===== config.mk =====
export PLATFORM = sky130hd
export DESIGN_NAME = dcta_alert
export DESIGN_NICKNAME = d
export VERILOG_FILES = /design/src/verilog/dcta_pkg.sv /design/src/verilog/dcta_alert.sv
export SDC_FILE = /design/constraint.sdc
export NUM_CORES = 1
export LEC_CHECK = 0
export ABC_AREA = 1
export ABC_CLOCK_PERIOD_IN_PS = 1600
export BUFFER_PORTS_ARGS = -buffer_cell sky130_fd_sc_hd__buf_2
export CORE_ASPECT_RATIO = 1.2
export CORE_MARGIN = 1
export CORE_UTILIZATION = 47
export DETAILED_ROUTE_END_ITERATION = 8
export PLACE_DENSITY = 0.77
export SLEW_MARGIN = 20
export SYNTH_ARGS = -nofsm -noshare
export SYNTH_HDL_FRONTEND = slang
export SYNTH_SLANG_ARGS = --single-unit

===== constraint.sdc =====
create_clock -name mclk -period 1.6 [get_ports mclk]
set_input_delay 0.16 -clock mclk [delete_from_list [all_inputs] [get_ports mclk]]
set_output_delay 0.16 -clock mclk [all_outputs]
set_load 0.01 [all_outputs]

===== src/verilog/dcta_pkg.sv =====
/*
 Package for the dual channel threshold alert block: register map, field layout,
 reset values and the result carrier. Assumes an APB register bus, 32-bit data.
*/
package dcta_pkg;
   // Register indices (byte address is four times the index)
   localparam logic [3:0]  REG_CONTROL    = 4'h2;
   localparam logic [3:0]  REG_STATUS     = 4'h3;
   localparam logic [3:0]  REG_LOW_LIMIT  = 4'h4;
   localparam logic [3:0]  REG_HIGH_LIMIT = 4'h5;
   localparam logic [3:0]  REG_MASK       = 4'h6;
   localparam logic [11:0] ADDR_CONTROL    = 12'h008;
   localparam logic [11:0] ADDR_STATUS     = 12'h00c;
   localparam logic [11:0] ADDR_LOW_LIMIT  = 12'h010;
   localparam logic [11:0] ADDR_HIGH_LIMIT = 12'h014;
   localparam logic [11:0] ADDR_MASK       = 12'h018;
   // Field positions
   localparam int ADDR_FIELD_LSB = 12;
   localparam int A_UNDER_BIT    = 0;
   localparam int A_OVER_BIT     = 1;
   localparam int B_UNDER_BIT    = 4;
   localparam int B_OVER_BIT     = 5;
   // Reset values and fills
   localparam logic [11:0] LOW_LIMIT_RST  = 12'h800;
   localparam logic [11:0] HIGH_LIMIT_RST = 12'h7ff;
   localparam logic [3:0]  LOW_FILL       = 4'h0;
   localparam logic [3:0]  HIGH_FILL      = 4'hf;
   localparam logic [5:0]  MASK_RST       = 6'h00;
   localparam logic [7:0]  SOFT_RESET_KEY = 8'h3c;
   localparam logic [7:0]  HARD_RESET_KEY = 8'hff;

   typedef struct packed {
      logic        valid;
      logic [15:0] chan_a;
      logic [15:0] chan_b;
   } dcta_result_t;
endpackage


===== src/verilog/dcta_alert.sv =====
/*
 Threshold alert logic for two converter channels with an APB slave for the
 limit, status, mask and control registers. Assumes results arrive as a
 one-cycle valid pulse on mclk and the APB master is synchronous to mclk.
*/
// Implementation choice: register access over APB.
`timescale 1ns/1ps

module dcta_alert
   import dcta_pkg::*;
(
   input  wire logic         mclk,
   input  wire logic         rst,
   input  wire dcta_result_t result,
   input  wire logic         psel,
   input  wire logic         penable,
   input  wire logic         pwrite,
   input  wire logic [11:0]  paddr,
   input  wire logic [31:0]  pwdata,
   output logic              pready,
   output logic [31:0]       prdata,
   output logic              pslverr,
   output logic              irq
);
   logic [11:0] low_limit;
   logic [11:0] high_limit;
   logic [5:0]  mask;
   logic [5:0]  status;
   logic [5:0]  next_status;
   logic [5:0]  events;
   logic        access;
   logic        wr;
   logic        rd;
   logic        soft_rst;
   logic        hard_rst;
   logic        hit;

   // Word layout: address nibble on top, payload below
   function automatic logic [15:0] word16(input logic [3:0] idx, input logic [11:0] val);
      word16 = {idx, val};
   endfunction

   function automatic logic below_low(input logic [15:0] res, input logic [11:0] lim);
      below_low = res < {lim, LOW_FILL};
   endfunction

   function automatic logic above_high(input logic [15:0] res, input logic [11:0] lim);
      above_high = res > {lim, HIGH_FILL};
   endfunction

   assign access = psel && penable && pready;
   assign wr     = access && pwrite;
   assign rd     = access && !pwrite;
   assign hit    = (paddr == ADDR_CONTROL) || (paddr == ADDR_STATUS) ||
                   (paddr == ADDR_LOW_LIMIT) || (paddr == ADDR_HIGH_LIMIT) ||
                   (paddr == ADDR_MASK);
   assign soft_rst = wr && (paddr == ADDR_CONTROL) && (pwdata[7:0] == SOFT_RESET_KEY);
   assign hard_rst = wr && (paddr == ADDR_CONTROL) && (pwdata[7:0] == HARD_RESET_KEY);

   // Per-channel compare on each result
   always_comb
   begin
      events = 6'h00;
      if (result.valid)
      begin
         events[A_UNDER_BIT] = below_low(result.chan_a, low_limit);
         events[A_OVER_BIT]  = above_high(result.chan_a, high_limit);
         events[B_UNDER_BIT] = below_low(result.chan_b, low_limit);
         events[B_OVER_BIT]  = above_high(result.chan_b, high_limit);
      end
   end

   // Sticky flags: read clears, a new event wins over the clear
   always_comb
   begin
      next_status = status;
      if ((rd && paddr == ADDR_STATUS) || soft_rst || hard_rst)
         next_status = 6'h00;
      next_status = next_status | events;
      next_status[3:2] = 2'b00;
   end

   always_ff @(posedge mclk or posedge rst)
   begin
      if (rst)
         status <= 6'h00;
      else
         status <= next_status;
   end

   // Limits and mask
   always_ff @(posedge mclk or posedge rst)
   begin
      if (rst)
      begin
         low_limit  <= LOW_LIMIT_RST;
         high_limit <= HIGH_LIMIT_RST;
         mask       <= MASK_RST;
      end
      else if (hard_rst)
      begin
         low_limit  <= LOW_LIMIT_RST;
         high_limit <= HIGH_LIMIT_RST;
         mask       <= MASK_RST;
      end
      else if (wr)
      begin
         if (paddr == ADDR_LOW_LIMIT)
            low_limit <= pwdata[11:0];
         else if (paddr == ADDR_HIGH_LIMIT)
            high_limit <= pwdata[11:0];
         else if (paddr == ADDR_MASK)
            mask <= pwdata[5:0];
      end
   end

   // APB: one wait state, answer on the second access cycle
   always_ff @(posedge mclk or posedge rst)
   begin
      if (rst)
         pready <= 1'b0;
      else
         pready <= psel && penable && !pready;
   end

   always_ff @(posedge mclk or posedge rst)
   begin
      if (rst)
      begin
         prdata  <= 32'h0000_0000;
         pslverr <= 1'b0;
      end
      else if (psel && penable && !pready)
      begin
         pslverr <= !hit;
         prdata  <= 32'h0000_0000;
         if (!pwrite)
         begin
            if (paddr == ADDR_CONTROL)
               prdata <= {16'h0000, word16(REG_CONTROL, 12'h000)};
            else if (paddr == ADDR_STATUS)
               prdata <= {16'h0000, word16(REG_STATUS, {6'h00, status})};
            else if (paddr == ADDR_LOW_LIMIT)
               prdata <= {16'h0000, word16(REG_LOW_LIMIT, low_limit)};
            else if (paddr == ADDR_HIGH_LIMIT)
               prdata <= {16'h0000, word16(REG_HIGH_LIMIT, high_limit)};
            else if (paddr == ADDR_MASK)
               prdata <= {16'h0000, word16(REG_MASK, {6'h00, mask})};
         end
      end
      else
      begin
         prdata  <= 32'h0000_0000;
         pslverr <= 1'b0;
      end
   end

   always_ff @(posedge mclk or posedge rst)
   begin
      if (rst)
         irq <= 1'b0;
      else
         irq <= |(next_status & mask);
   end

   AST_B_OVER: assert property (@(posedge mclk) disable iff (rst)
      (result.valid && result.chan_b > {high_limit, HIGH_FILL}) |=> status[B_OVER_BIT])
      else $error("channel B over flag not set");
   AST_B_UNDER: assert property (@(posedge mclk) disable iff (rst)
      (result.valid && result.chan_b < {low_limit, LOW_FILL}) |=> status[B_UNDER_BIT])
      else $error("channel B under flag not set");
   AST_A_OVER: assert property (@(posedge mclk) disable iff (rst)
      (result.valid && result.chan_a > {high_limit, HIGH_FILL}) |=> status[A_OVER_BIT])
      else $error("channel A over flag not set");
   AST_A_UNDER: assert property (@(posedge mclk) disable iff (rst)
      (result.valid && result.chan_a < {low_limit, LOW_FILL}) |=> status[A_UNDER_BIT])
      else $error("channel A under flag not set");
   AST_STICKY: assert property (@(posedge mclk) disable iff (rst)
      (!(rd && paddr == ADDR_STATUS) && !soft_rst && !hard_rst) |=>
      ((status & $past(status)) == $past(status)))
      else $error("flag lost without a status read");
   AST_NO_FALSE_LOW: assert property (@(posedge mclk) disable iff (rst)
      (status[A_UNDER_BIT] == 1'b0 && result.valid && result.chan_a >= {low_limit, LOW_FILL}
       && !soft_rst) |=> !status[A_UNDER_BIT])
      else $error("low alert raised at or above limit");
   AST_NO_FALSE_HIGH: assert property (@(posedge mclk) disable iff (rst)
      (status[A_OVER_BIT] == 1'b0 && result.valid && result.chan_a <= {high_limit, HIGH_FILL})
      |=> !status[A_OVER_BIT])
      else $error("high alert raised at or below limit");
   AST_RESERVED: assert property (@(posedge mclk) disable iff (rst)
      status[3:2] == 2'b00)
      else $error("reserved status bits set");
   AST_ADDR_FIELD: assert property (@(posedge mclk) disable iff (rst)
      (psel && penable && !pready && !pwrite && paddr == ADDR_LOW_LIMIT) |=>
      (prdata[15:12] == REG_LOW_LIMIT))
      else $error("address field missing on read");
   AST_HARD: assert property (@(posedge mclk) disable iff (rst)
      hard_rst |=> (low_limit == LOW_LIMIT_RST && high_limit == HIGH_LIMIT_RST))
      else $error("hard reset left limits changed");
   AST_SOFT: assert property (@(posedge mclk) disable iff (rst)
      (soft_rst && !result.valid) |=> (status == 6'h00 && $stable(low_limit)))
      else $error("soft reset failed");

   // Flag, limit, mask, register bus and interrupt checks
   AST_B_NO_FALSE_LOW: assert property (@(posedge mclk) disable iff (rst)
      (!status[B_UNDER_BIT] && result.valid && result.chan_b >= {low_limit, LOW_FILL})
      |=> !status[B_UNDER_BIT])
      else $error("channel B low alert raised at or above limit");
   AST_B_NO_FALSE_HIGH: assert property (@(posedge mclk) disable iff (rst)
      (!status[B_OVER_BIT] && result.valid && result.chan_b <= {high_limit, HIGH_FILL})
      |=> !status[B_OVER_BIT])
      else $error("channel B high alert raised at or below limit");
   AST_A_UNDER_IDLE: assert property (@(posedge mclk) disable iff (rst)
      (!status[A_UNDER_BIT] && !result.valid)
      |=> !status[A_UNDER_BIT])
      else $error("channel A under flag set with no result");
   AST_A_OVER_IDLE: assert property (@(posedge mclk) disable iff (rst)
      (!status[A_OVER_BIT] && !result.valid)
      |=> !status[A_OVER_BIT])
      else $error("channel A over flag set with no result");
   AST_B_UNDER_IDLE: assert property (@(posedge mclk) disable iff (rst)
      (!status[B_UNDER_BIT] && !result.valid)
      |=> !status[B_UNDER_BIT])
      else $error("channel B under flag set with no result");
   AST_B_OVER_IDLE: assert property (@(posedge mclk) disable iff (rst)
      (!status[B_OVER_BIT] && !result.valid)
      |=> !status[B_OVER_BIT])
      else $error("channel B over flag set with no result");
   AST_READ_CLEARS: assert property (@(posedge mclk) disable iff (rst)
      (rd && paddr == ADDR_STATUS && !result.valid)
      |=> (status == 6'h00))
      else $error("status read left flags set");
   AST_EVENT_WINS: assert property (@(posedge mclk) disable iff (rst)
      (rd && paddr == ADDR_STATUS && result.valid && result.chan_a < {low_limit, LOW_FILL})
      |=> status[A_UNDER_BIT])
      else $error("event lost against status read");
   AST_ONLY_RESULTS_SET: assert property (@(posedge mclk) disable iff (rst)
      !result.valid
      |=> ((status & ~$past(status)) == 6'h00))
      else $error("flag set without a result");
   AST_HARD_FLAGS: assert property (@(posedge mclk) disable iff (rst)
      (hard_rst && !result.valid)
      |=> (status == 6'h00))
      else $error("hard reset left flags set");
   AST_HARD_MASK: assert property (@(posedge mclk) disable iff (rst)
      hard_rst
      |=> (mask == MASK_RST))
      else $error("hard reset left mask changed");
   AST_SOFT_HIGH: assert property (@(posedge mclk) disable iff (rst)
      soft_rst
      |=> $stable(high_limit))
      else $error("soft reset changed high limit");
   AST_SOFT_MASK: assert property (@(posedge mclk) disable iff (rst)
      soft_rst
      |=> $stable(mask))
      else $error("soft reset changed mask");
   AST_LIMITS_HOLD: assert property (@(posedge mclk) disable iff (rst)
      !wr
      |=> ($stable(low_limit) && $stable(high_limit) && $stable(mask)))
      else $error("registers changed without a write");
   AST_LOW_WRITE: assert property (@(posedge mclk) disable iff (rst)
      (wr && paddr == ADDR_LOW_LIMIT)
      |=> ({20'h00000, low_limit} == ($past(pwdata) & 32'h0000_0fff)))
      else $error("low limit write not taken");
   AST_HIGH_WRITE: assert property (@(posedge mclk) disable iff (rst)
      (wr && paddr == ADDR_HIGH_LIMIT)
      |=> ({20'h00000, high_limit} == ($past(pwdata) & 32'h0000_0fff)))
      else $error("high limit write not taken");
   AST_MASK_WRITE: assert property (@(posedge mclk) disable iff (rst)
      (wr && paddr == ADDR_MASK)
      |=> ({26'h0000000, mask} == ($past(pwdata) & 32'h0000_003f)))
      else $error("mask write not taken");
   AST_READY_PULSE: assert property (@(posedge mclk) disable iff (rst)
      pready
      |=> !pready)
      else $error("ready stood longer than one cycle");
   AST_READY_WAIT: assert property (@(posedge mclk) disable iff (rst)
      (psel && penable && !pready)
      |=> pready)
      else $error("ready missing after wait state");
   AST_READY_IDLE: assert property (@(posedge mclk) disable iff (rst)
      !(psel && penable)
      |=> !pready)
      else $error("ready raised outside an access");
   AST_SLVERR_WITH_READY: assert property (@(posedge mclk) disable iff (rst)
      pslverr
      |-> pready)
      else $error("error response without ready");
   AST_SLVERR_UNMAPPED: assert property (@(posedge mclk) disable iff (rst)
      (psel && penable && !pready && !hit)
      |=> pslverr)
      else $error("unmapped access not refused");
   AST_SLVERR_MAPPED: assert property (@(posedge mclk) disable iff (rst)
      (psel && penable && !pready && hit)
      |=> !pslverr)
      else $error("mapped access refused");
   AST_PRDATA_IDLE: assert property (@(posedge mclk) disable iff (rst)
      !pready
      |-> (prdata == 32'h0000_0000))
      else $error("read data shown outside a response");
   AST_PRDATA_UPPER: assert property (@(posedge mclk) disable iff (rst)
      pready
      |-> (prdata[31:16] == 16'h0000))
      else $error("upper read data bits set");
   AST_WRITE_NO_DATA: assert property (@(posedge mclk) disable iff (rst)
      (psel && penable && !pready && pwrite)
      |=> (prdata == 32'h0000_0000))
      else $error("read data shown on a write");
   AST_ADDR_HIGH: assert property (@(posedge mclk) disable iff (rst)
      (psel && penable && !pready && !pwrite && paddr == ADDR_HIGH_LIMIT)
      |=> (prdata[15:12] == REG_HIGH_LIMIT))
      else $error("address field missing on high limit read");
   AST_ADDR_STATUS: assert property (@(posedge mclk) disable iff (rst)
      (psel && penable && !pready && !pwrite && paddr == ADDR_STATUS)
      |=> (prdata[15:12] == REG_STATUS))
      else $error("address field missing on status read");
   AST_ADDR_CONTROL: assert property (@(posedge mclk) disable iff (rst)
      (psel && penable && !pready && !pwrite && paddr == ADDR_CONTROL)
      |=> (prdata[15:12] == REG_CONTROL))
      else $error("address field missing on control read");
   AST_READ_LOW_VALUE: assert property (@(posedge mclk) disable iff (rst)
      (psel && penable && !pready && !pwrite && paddr == ADDR_LOW_LIMIT)
      |=> (prdata[11:0] == $past(low_limit)))
      else $error("low limit read wrong");
   AST_READ_STATUS_VALUE: assert property (@(posedge mclk) disable iff (rst)
      (psel && penable && !pready && !pwrite && paddr == ADDR_STATUS)
      |=> (prdata[5:0] == $past(status)))
      else $error("status read wrong");
   AST_RESERVED_READ: assert property (@(posedge mclk) disable iff (rst)
      (psel && penable && !pready && !pwrite && paddr == ADDR_STATUS)
      |=> (prdata[11:6] == 6'h00 && prdata[3:2] == 2'b00))
      else $error("reserved status bits read nonzero");
   AST_IRQ_LEVEL: assert property (@(posedge mclk) disable iff (rst)
      $stable(mask)
      |-> (irq == |(status & mask)))
      else $error("interrupt level disagrees with flags");
   AST_IRQ_EVENT: assert property (@(posedge mclk) disable iff (rst)
      (result.valid && mask[A_UNDER_BIT] && result.chan_a < {low_limit, LOW_FILL})
      |=> irq)
      else $error("unmasked event raised no interrupt");
endmodule


==> results.py <==
metrics = {
    "clock_network": {
        "cts.clk_slew.worst_paths_ns": 0.10,
        "clock-sinks": 52,
        "cts-htree-levels": 2,
        "tritoncts": "yes",
        "ctsRootBufferMaster": "clkbuf_8",
        "total_clock_buffers_created_by_cts": 5,
        "cts_max_path_buffers": 2,
        "insertion_delay_ns": 0.31,
    },
    "sta": {
        "final-setup-viol-count": 3,
        "final_critical_path_setup_slack_ns": -0.231,
        "post-route-period-util_pct": 114,
        "clock_skew_ns": 0.00669,
        "report.final.slew_viol_count": 0,
        "period_needed_ns": 1.83,
        "hold_viol": 0,
        "grt_setup_unrepaired": "true",
        "fin_tns_setup_ns": -0.405,
        "finalHoldWorstSlack_ns": 0.0810,
        "timing.fmax_mhz": 546,
    },
    "cells_and_area": {
        "fin_nets": 734,
        "num_antenna_cells": 0,
        "area.growth.synth_to_final_pct": 30.4,
        "final_layout_size_suffix_gt1_share_pct": 33.6,
        "finalInstanceArea_um2": 4860,
        "filler_cell_count": 651,
    },
    "logic_synthesis": {
        "yosysMostFrequentCell": "nand2_1",
        "yosysWarningCount": 0,
        "ys.flop_type": "dfrtp_1",
        "async_sr_flop_fraction_pct": 100,
        "ys_types": 31,
        "synth.cell_area_um2": 3730,
        "syn-instance-count": 490,
        "synth_enable_flop_cells": 0,
        "avgSynthCellArea_um2": 7.61,
        "yosysTopAreaCellShare_pct": 26.9,
        "ys_top_cells_by_count": "nand2_1, inv_1, ha_1",
        "yosysSeqAreaShare_pct": 35.3,
        "synth_largest_area_cell": "dfrtp_1",
        "synth.area.top_cells": "dfrtp_1, ha_1, nand2_1",
        "yosys_register_bits": 52,
    },
    "die": {
        "initial_util_pct": 48.6,
        "placement_rows": 35,
        "die_area_um2": 8290,
        "horiz_die_dim_um": 83.3,
        "core_area_um2": 7660,
        "ioPinCount": 117,
        "floorplan.die.height_um": 99.6,
    },
    "power": {
        "p_leak_nw": 2.60,
        "report.power.total_mw": 2.64,
        "power.density_nw_per_um2": 544,
        "vdd_ir_drop_max_mv": 0.441,
    },
    "global_route": {
        "vias_in_the_first_global_route": 3584,
        "grt_overflow_total": 0,
        "grt_start_max_net_pins": 23,
        "antenna_found_initial": 0,
        "grt_first_pass_wirelength_mm": 16.9,
        "grt_util_all_layers_pct": 25.9,
    },
    "drt": {
        "routed_wirelength_mm": 10.5,
        "drt.antenna.violating_nets": 0,
        "avgViaCountPerCell": 5.27,
        "drt-wirelength-per-cell_um": 15.0,
        "drtIter0Drc": 266,
        "drt_pass1_iterations": 7,
        "drcViolationCount": 0,
        "detailroute.via_count": 3681,
    },
    "critical_path": {
        "critPathCaptureType": "flip-flop",
        "critical_path.reg2reg.startpoint": "high_limit[1]",
        "worstPathMaxFanout": 3,
        "start_kind": "flip-flop",
        "arrival_ns": 2.04,
        "worstPathRequired_ns": 1.81,
        "critical_path.startpoint": "high_limit[1]",
        "worst-r2r-setup-slack_ns": -0.23,
        "timing_worst_setup_path_type": "flip-flop to flip-flop",
    },
    "hold_path": {
        "worst_hold_path_type": "input pin to flip-flop",
        "hold_path.startpoint": "pwdata[9]",
    },
    "outcome": {
        "violations_in_the_final_reports": "setup timing",
        "outcome": "finished with violations",
    },
    "placed_design": {
        "numPortBuffers": 79,
        "placedInstanceArea_um2": 4430,
        "pre_cts_slack_ns": -0.241,
        "place_hpwl_mm": 8.23,
        "globalplace.congestion": 0.929,
    },
    "job": {
        "max-cap-violations": 0,
    },
}
placed cells by master, fill, tap and decap left out, types with 21 or more instances in the layout:
cell type,instances
inv_1,54
buf_2,79
o21ai_0,28
dfrtp_1,40
ha_4,21
buf_4,33
nor2_1,30
nand2_1,126
a21oi_1,32
ha_1,25
state kept, by name, indices dropped and copies added (netlist names):
signal      flops
pslverr         1
status          4
pready          1
low_limit      12
mask            6
high_limit     12
irq             1
prdata         15
timing repair:
action,CTS,global route
setup buffers,2,2
gates resized for setup,29,21
pin swaps,15,13
endpoints found under the setup margin,4,19
hold buffers,1,0
endpoints found under the hold margin,10,0
critical path: stages (launching register included):
cell	delay [ns]
dfstp_2	0.58
inv_4	0.06
ha_4	0.26
nand2_2	0.05
nor2_2	0.10
nand4_1	0.11
nor2_1	0.15
nor2_1	0.06
nand2_1	0.10
nand2_1	0.07
nand2_1	0.06
nand2_1	0.04
inv_1	0.04
nand2_1	0.04
area by class of cell:
cell class	count	area (um2)	share of cell area, %
multi-input cells	356	2330	47.8
flip-flops and latches	52	1320	27.1
repair buffers	115	693	14.3
inverters	76	300	6.18
well taps	92	115	2.37
clock buffers	5	68.8	1.42
clock inverters	3	42.5	0.875
metrics by stage:
stage | cells | util [%]
floorplan | 506 | -
global placement | 686 | 57.8
detailed placement | 686 | 57.8
CTS | 697 | 62.1
global route | 699 | 63.4
finish | 699 | 63.4
power by group:
part / internal [mW] / switching (mW)
Combinational: 0.168 / 0.242
Sequential: 1.32 / 0.00144
Clock: 0.463 / 0.451
worst paths after layout:
check,end,cells past startpoint
hold / removal,high_limit[9],3
max in group asynchronous,prdata[6],4
setup reg to reg,irq,13
min in group asynchronous,prdata[4],3
setup / recovery,irq,13
hold reg to reg,pready,1
cell families after synthesis:
family | count (synthesis) | synth area share (%)
buffers and inverters | 98 | 12.2
adders and majority gates | 46 | 15.4
AOI/OAI and AO/OA | 86 | 12.8
other | 1 | 0.101
and+or+nand+nor | 207 | 24.2
DFF | 52 | 35.3
per-layer routing:
metal  GRT usage, %  vias up  routed length [um]
met5              0        -                   0
met4           10.1        0                 385
met3           3.32       33                 525
met2           47.6      154                5480
met1           30.6     1707                4110
li1               -     1787                   -
Note: power is estimated with default switching activity, not from simulation.
